$ cat config.mk
export PLATFORM = sky130hd
export DESIGN_NAME = lfs_bank
export DESIGN_NICKNAME = d
export VERILOG_FILES = /design/src/design/lfs_latch.v /design/src/design/lfs_bank.v
export VERILOG_INCLUDE_DIRS = /design/src /design/src/design
export SDC_FILE = /design/constraint.sdc
export NUM_CORES = 1
export LEC_CHECK = 0
export BUFFER_PORTS_ARGS = -buffer_cell sky130_fd_sc_hd__buf_2
export CAP_MARGIN = 10
export CORE_MARGIN = 4
export CORE_UTILIZATION = 43
export CTS_BUF_LIST = sky130_fd_sc_hd__clkbuf_8
export CTS_CLUSTER_SIZE = 8
export DETAILED_ROUTE_END_ITERATION = 16
export PLACE_DENSITY = 0.85
export SLEW_MARGIN = 20
export SYNTH_ARGS = -nofsm -noshare
export SYNTH_HDL_FRONTEND = slang
export SYNTH_SLANG_ARGS = --single-unit
export TNS_END_PERCENT = 10
$ cat constraint.sdc
create_clock -name clk -period 2.95 [get_ports clk]
set_input_delay 0.59 -clock clk [delete_from_list [all_inputs] [get_ports clk]]
set_output_delay 0.59 -clock clk [all_outputs]
set_load 0.02 [all_outputs]
$ cat src/design/lfs_defs.vh
// constants for the led fault status bank
// How it works
// - writing one to summary flag and clear bit together clears all fault flags and irq status bit 0
// - bit 10 reads one while any open, short or ground fault is latched
// - bit 8 reads one when a string is shorted to ground
// - bit 7 reads one when an internal string short was detected
// - bit 6 reads one when an open string was detected
// - short and open flags clear only with the paired summary clear
// - bits 3 to 0 are per-string fault flags, strings four to one
// - read-only state machine diagnostic register at 14h, not reset, follows live_state_code
// - low five bits report the live state code
`ifndef LFS_DEFS_VH
`define LFS_DEFS_VH
`define LFS_ADDR_STATUS   8'h10
`define LFS_ADDR_DIAG     8'h14
`define LFS_ADDR_IRQ_STAT 8'h20
`define LFS_ADDR_IRQ_MASK 8'h24
`define LFS_BIT_SUMMARY   10
`define LFS_BIT_CLEAR     9
`define LFS_BIT_GND       8
`define LFS_BIT_SHORT     7
`define LFS_BIT_OPEN      6
`define LFS_STATE_W       5
`define LFS_RESET_VAL     32'h0000_0000
`define LFS_MASK_RESET    2'h0
`endif

$ cat src/design/lfs_latch.v
// one sticky fault flag, set wins over clear
`timescale 1ns/1ps
module lfs_latch (
	clk,
	srst,
	set,
	clr,
	flag_q
);
	input  wire clk;
	input  wire srst;
	input  wire set;
	input  wire clr;
	output reg  flag_q;

	always @(posedge clk)
	begin
		if (srst)
			flag_q <= 1'b0;
		else if (set)
			flag_q <= 1'b1;
		else if (clr)
			flag_q <= 1'b0;
	end
endmodule // lfs_latch

$ cat src/design/lfs_bank.v
// led fault status bank with apb slave and interrupt
`timescale 1ns/1ps
`include "lfs_defs.vh"
module lfs_bank (
	clk,
	srst,
	psel,
	penable,
	pwrite,
	paddr,
	pwdata,
	prdata,
	pready,
	pslverr,
	det_ground_short,
	det_internal_short,
	det_open_string,
	det_string_fault,
	live_state_code,
	irq
);
	input  wire        clk;
	input  wire        srst;
	input  wire        psel;
	input  wire        penable;
	input  wire        pwrite;
	input  wire [7:0]  paddr;
	input  wire [31:0] pwdata;
	output reg  [31:0] prdata;
	output reg         pready;
	output reg         pslverr;
	input  wire        det_ground_short;
	input  wire        det_internal_short;
	input  wire        det_open_string;
	input  wire [3:0]  det_string_fault;
	input  wire [4:0]  live_state_code;
	output reg         irq;

	////////////////////////////////////////////////////////////////
	// bus decode
	wire        setup_w;
	wire        hit_status;
	wire        hit_diag;
	wire        hit_istat;
	wire        hit_imask;
	wire        mapped;
	wire        wr;
	wire        string_fault_clear_bit;
	assign setup_w    = psel & ~penable;
	assign hit_status = paddr == `LFS_ADDR_STATUS;
	assign hit_diag   = paddr == `LFS_ADDR_DIAG;
	assign hit_istat  = paddr == `LFS_ADDR_IRQ_STAT;
	assign hit_imask  = paddr == `LFS_ADDR_IRQ_MASK;
	assign mapped     = hit_status | hit_diag | hit_istat | hit_imask;
	// write takes effect at the single access edge where pready is high
	assign wr = psel & penable & pready & pwrite & mapped;
	// paired write only; either bit alone does nothing
	assign string_fault_clear_bit = wr & hit_status & pwdata[`LFS_BIT_SUMMARY]
		& pwdata[`LFS_BIT_CLEAR];

	////////////////////////////////////////////////////////////////
	// fault flags
	wire [6:0] set_v;
	wire [6:0] clr_v;
	wire [6:0] flag_v;
	assign set_v = {det_ground_short, det_internal_short, det_open_string,
		det_string_fault};
	// every detail flag drops only with the paired clear
	assign clr_v = {7{string_fault_clear_bit}};

	genvar g;
	generate
		for (g = 0; g < 7; g = g + 1)
		begin : g_flag
			lfs_latch u_latch (
				.clk    (clk),
				.srst   (srst),
				.set    (set_v[g]),
				.clr    (clr_v[g]),
				.flag_q (flag_v[g])
			);
		end
	endgenerate

	wire summary;
	assign summary = flag_v[6] | flag_v[5] | flag_v[4];

	////////////////////////////////////////////////////////////////
	// interrupt status: bit0 led fault, bit1 string fault
	reg  [1:0] istat_q;
	reg  [1:0] imask_q;
	wire [1:0] ev;
	wire [1:0] w1c;
	assign ev  = {|det_string_fault,
		det_ground_short | det_internal_short | det_open_string};
	assign w1c = (wr & hit_istat) ? pwdata[1:0] : 2'h0;

	always @(posedge clk)
	begin
		if (srst)
		begin
			istat_q <= 2'h0;
			imask_q <= `LFS_MASK_RESET;
			irq     <= 1'b0;
		end
		else
		begin
			// set wins over a same-cycle clear
			istat_q[0] <= ev[0] | (istat_q[0] & ~w1c[0] & ~string_fault_clear_bit);
			istat_q[1] <= ev[1] | (istat_q[1] & ~w1c[1]);
			if (wr & hit_imask)
				imask_q <= pwdata[1:0];
			irq <= |(istat_q & imask_q);
		end
	end

	////////////////////////////////////////////////////////////////
	// read mux and handshake; answer one cycle after setup
	reg [31:0] rd_d;
	always @*
	begin
		rd_d = `LFS_RESET_VAL;
		if (hit_status)
		begin
			rd_d[`LFS_BIT_SUMMARY] = summary;
			rd_d[`LFS_BIT_GND]     = flag_v[6];
			rd_d[`LFS_BIT_SHORT]   = flag_v[5];
			rd_d[`LFS_BIT_OPEN]    = flag_v[4];
			// bits 9, 5, 4 read zero; reserved writes ignored
			rd_d[3:0] = flag_v[3:0];
		end
		else if (hit_diag)
			rd_d[`LFS_STATE_W-1:0] = live_state_code;
		else if (hit_istat)
			rd_d[1:0] = istat_q;
		else if (hit_imask)
			rd_d[1:0] = imask_q;
	end

	always @(posedge clk)
	begin
		if (srst)
		begin
			pready  <= 1'b0;
			pslverr <= 1'b0;
			prdata  <= `LFS_RESET_VAL;
		end
		else
		begin
			pready  <= setup_w;
			pslverr <= setup_w & ~mapped;
			if (setup_w & ~pwrite & mapped)
				prdata <= rd_d;
			else if (setup_w)
				prdata <= `LFS_RESET_VAL;
		end
	end
endmodule // lfs_bank

Yosys cells after proc, flatten, opt, wreduce, memory -nomap -nowiden
Cells that the tools add are included.
{"block": "totals", "input_bits": 57, "register_bits": 23, "output_inout_bits": 35, "elab_cells": 78}
{"block": "op_classes", "bitwise": 32, "reduce_logical": 10, "mux": 19, "n_eq_ne": 4}
{"operator": "two-way mux 11 bit", "count": 2}
{"operator": "AND 1 bit", "count": 16}
{"operator": "equality test 8 x 5 -> 1 bit (second input constant)", "count": 2}
{"operator": "equality test 8 x 6 -> 1 bit (second input constant)", "count": 2}
{"operator": "nonzero test 2 bit", "count": 8}
{"operator": "two-way mux 1 bit", "count": 10}
{"operator": "OR 1 bit", "count": 9}
{"operator": "two-way mux 2 bit", "count": 4}
{"operator": "two-way mux 3 bit", "count": 2}
{"operator": "inverter 1 bit", "count": 6}
{"operator": "two-way mux 4 bit", "count": 1}
{"operator": "OR reduction 4 bit", "count": 1}
{"operator": "AND 2 bit", "count": 1}
{"operator": "OR reduction 2 bit", "count": 1}

Logic depth before layout (Yosys ltp)
{"block": "depth", "depth_word": 11, "mapped_depth": 6, "depth_no_buf": 4}

Hierarchy
Synthesis repeated with hierarchy kept, for this count alone.
{"block": "hier_totals", "hier_cells": 127, "hier_area_um2": 1171.1}
{"module": "lfs_bank", "cells_each": 99, "instances": 1, "seq_area_each_um2": 320.3, "area_each_um2": 899.6}
{"module": "lfs_latch", "cells_each": 4, "instances": 7, "seq_area_each_um2": 20.0, "area_each_um2": 38.8}

Worst setup path after synthesis
No wires, ideal clock.
{"block": "synth_path", "path_type": "input to register", "from": "input port paddr[5]", "to": "register g_flag[0].u_latch.flag_q", "path_buffers": 0, "t_arrival_ns": 1.672, "path_stages": 4, "slack_ns": 1.161, "required_ns": 2.833, "setup_ns": 0.117, "path_cell_list": "nor4b_4 -> nand2b_2 -> o31a_1 -> a22o_1"}
{"block": "synth_between", "elab_chain_len": 9, "word_cells_on_any_way": 12, "classes_between": "4 x eq/ne; 7 x bitwise; 1 x reduce/logical"}
{"item": "start, declared", "line_no": "lfs_bank.v:27", "source": "input wire [7:0] paddr;"}
{"item": "equality test 8 x 5 -> 1 bit (no source line)"}
{"item": "OR 1 bit (3 in a row)", "line_no": "lfs_bank.v:54", "source": "assign mapped = hit_status | hit_diag | hit_istat | hit_imask;"}
{"item": "AND 1 bit", "line_no": "lfs_bank.v:56", "source": "assign wr = psel & penable & pready & pwrite & mapped;"}
{"item": "AND 1 bit (*) (3 in a row)", "line_no": "lfs_bank.v:58", "source": "assign string_fault_clear_bit = wr & hit_status & pwdata[`LFS_BIT_SUMMARY]"}
{"item": "nonzero test 2 bit (no source line) (*)"}
{"item": "end signal, assigned", "line_no": "lfs_latch.v:19", "source": "flag_q <= 1'b0;"}
{"item": "end signal, assigned", "line_no": "lfs_latch.v:21", "source": "flag_q <= 1'b1;"}
{"item": "end signal, assigned", "line_no": "lfs_latch.v:23", "source": "flag_q <= 1'b0;"}
{"item": "end, declared", "line_no": "lfs_latch.v:14", "source": "output reg flag_q;"}
Mark *: on every way between the ends. The rest lies on a longest branch, timed or not.
A chain may end at the register's enable or synchronous reset.

Final worst setup path
{"block": "layout_path", "from": "input port paddr[5]", "to": "register g_flag[6].u_latch.flag_q"}
{"block": "layout_between", "elab_chain_len": 9, "word_cells_on_any_way": 12, "classes_between": "4 x eq/ne; 7 x bitwise; 1 x reduce/logical"}
{"item": "equality test 8 x 5 -> 1 bit (no source line)"}
{"item": "OR 1 bit (3 in a row)", "line_no": "lfs_bank.v:54"}
{"item": "AND 1 bit", "line_no": "lfs_bank.v:56"}
{"item": "AND 1 bit (*) (3 in a row)", "line_no": "lfs_bank.v:58"}
{"item": "nonzero test 2 bit (no source line) (*)"}
{"item": "end signal, assigned", "line_no": "lfs_latch.v:19"}
{"item": "end signal, assigned", "line_no": "lfs_latch.v:21"}
{"item": "end signal, assigned", "line_no": "lfs_latch.v:23"}
{"item": "end, declared", "line_no": "lfs_latch.v:14"}
Marks and branches as above.

==> flow_summary.toml <==
[timing]
worst_pin_slew_ns = 0.584
totalNegativeSetupSlack_ns = 0
relSlewSlack_pct = 61.0
final.period_utilization_pct = 61.7
finClkSkew_ns = 0.00123
finalHoldViolations = 0
slew_viol_final = 0
fmax_mhz = 549
setup-violations-final = 0
worst_slack_ns = 1.13
rsz0062_at_grt = "no"
min_period_ns = 1.82

[layout]
nFillCells = 231
antenna_cells = 0
drive_above_1_share_pct = 29.4
syn_to_final_growth_pct = 16.1
nets = 218
stdcell_area_um2 = 1310
final_cells = 190

[run_status]
status = "finished clean"

[critical_path]
crit_fanout = 8
worstSetupStartpointType = "input pin"
critical_path_class = "input pin to flip-flop"
endpoint_kind = "flip-flop"
crit_arrival_ns = 1.98
required_ns = 3.11

[power_and_ir_drop]
comb_power_share_pct = 14.5
p_seq_share_pct = 53.4
intPower_mw = 0.447
pwr-share-clk_pct = 32.1
switching_power_mw = 0.169
power.static_leakage_nw = 0.613
irDropWorstVdd_v = 0.000261
powerDensity_nw_per_um2 = 473
swShare_pct = 27.4

[synthesis]
yosysSeqAreaShare_pct = 41.0
synth_edf_count = 0
post_synth.cell_area_avg_um2 = 9.36
synth_cell_type_count = 32
synthesis.area_um2 = 1120
yosys.area.top_type = "dfxtp_1"
synthTopCellsByArea = "dfxtp_1, buf_4, a22o_1"
synth_cells = 120
ys_warn_count = 0
synth_seq_cells = 23
async_flop_share_pct = 0
synthTopCellsByCount = "buf_4, dfxtp_1, a22o_1, nand2_1, nor2_1"
ys.flop_type = "dfxtp_1"
synth.top_cell.area_share_pct = 41.0

[cts]
ctsHoldBuffers = 0
cts.sinks = 23
cts_made_buffers = 3
insertion_delay_ns = 0.27
cts-root-buf = "clkbuf_8"
cts_htree_levels = 1
ctsResizeCount = 0
cts_tree = "yes"
post_cts_buffers = 0
cts_buffer_depth = 2
clk_pin_slew_worst_paths_ns = 0.08

[grt]
grt_overflow = 0
grt_max_degree = 14
grt_pass1_vias = 862
grt_use_total_pct = 13.4
grt_pass1_wl_um = 3670
antenna_found_initial = 0

[placed_design]
port_buffers = 40
placed_cells = 186
placed_area_um2 = 1260
hpwl_um = 1990
gp_congestion = 0.752
pre_cts_slack_ns = 0.843

[routing]
highest_layer = "met4"
postRouteAntennaNets = 0
vias_per_cell = 5.02
first_pass_iters = 4
wl_per_cell_um = 12.7
wl_met3_um = 219
wl_met1_um = 1050
wl_um = 2400
vias = 954
wl_met2_um = 1110
route.detailed.drc = 0
first_iter_violations = 33

[floorplan]
die_area_um2 = 3490
die_x_um = 59.1
fp-row-count = 18
start_util_pct = 45.4
die_y_um = 59.1
io_pins = 92
core_um2 = 2480

[job]
cap_violations = 0

[hold_path]
hold_path_class = "flip-flop to flip-flop"
[per-stage QoR]
step	power (mW)	hold WS, ns	utilization [%]
after CTS	0.616	0.467	52.7
final	0.617	0.459	52.7
after global placement	0.422	0.431	50.8
after detailed placement	0.425	0.447	50.8
after global routing	0.642	0.489	52.7
after floorplan	0.416	0.442	-
[worst paths after layout]
path / startpoint / end / slack [ns] / cells after the start
worst max-delay path: paddr[5] / g_flag[6].u_latch.flag_q$_SDFFE_PP0P_ / 1.13 / 5
worst min-delay path: prdata[2]$_SDFFE_PP0P_ / prdata[2]$_SDFFE_PP0P_ / 0.46 / 2
worst max register to register: pready$_SDFF_PP0_ / g_flag[6].u_latch.flag_q$_SDFFE_PP0P_ / 1.62 / 4
worst min register to register: prdata[2]$_SDFFE_PP0P_ / prdata[2]$_SDFFE_PP0P_ / 0.46 / 2
[final cells by class]
class / instances / area (µm²) / area share [%]
Clock buffer: 3 / 41.3 / 3.16
Clock inverter: 1 / 5.00 / 0.384
Inverter: 1 / 3.75 / 0.288
Multi-Input combinational cell: 92 / 557 / 42.7
Sequential cell: 23 / 460 / 35.3
Tap cell: 30 / 37.5 / 2.88
Timing Repair Buffer: 40 / 200 / 15.3
[flip-flops by register name, summed over array words and instances (netlist names)]
| name | flops |
|---|---|
| prdata | 9 |
| g_flag.u_latch.flag_q | 7 |
| imask_q | 2 |
| istat_q | 2 |
| irq | 1 |
| pready | 1 |
| pslverr | 1 |
[layout by cell type, fill, tap and decap left out, types with 4 or more instances in the layout]
cell type  Yosys  routed
a21oi_1        5       5
a22o_1        11      11
buf_2          1      40
conb_1         1      23
dfxtp_1       23      23
mux2i_1        4       4
nand2_1       11      11
nor2_1         7       7
o31ai_1        4       4
[power groups by stage]
stage / clock network, mW / registers (mW) / logic [mW]
final: 0.198 / 0.329 / 0.0894
after global placement: 0 / 0.336 / 0.0863
after global routing: 0.214 / 0.331 / 0.0976
after CTS: 0.198 / 0.329 / 0.0890
after detailed placement: 0 / 0.337 / 0.0885
after floorplan: 0 / 0.336 / 0.0803
[routing by layer]
layer	global-route usage (%)	vias up
met3	2.83	3
li1	-	467
met4	3.88	0
met5	0	-
met1	18.0	440
met2	21.8	44
[cell families after synthesis]
logic type / Yosys count / synth area share (%)
AOI/OAI and AO/OA: 30 / 20.2
xor gates and xnor gates: 1 / 0.780
buffers and inverters: 27 / 16.8
DFF: 23 / 41.0
muxes: 4 / 3.56
other: 1 / 0.334
and+or+nand+nor: 34 / 17.4
[critical path, stage by stage]
cell and delay (ns):
buf_2 0.13, nor4b_4 0.50, nand2b_2 0.14, o31a_1 0.41
a22o_1 0.21
No activity file was read; power rests on OpenSTA's default activity.
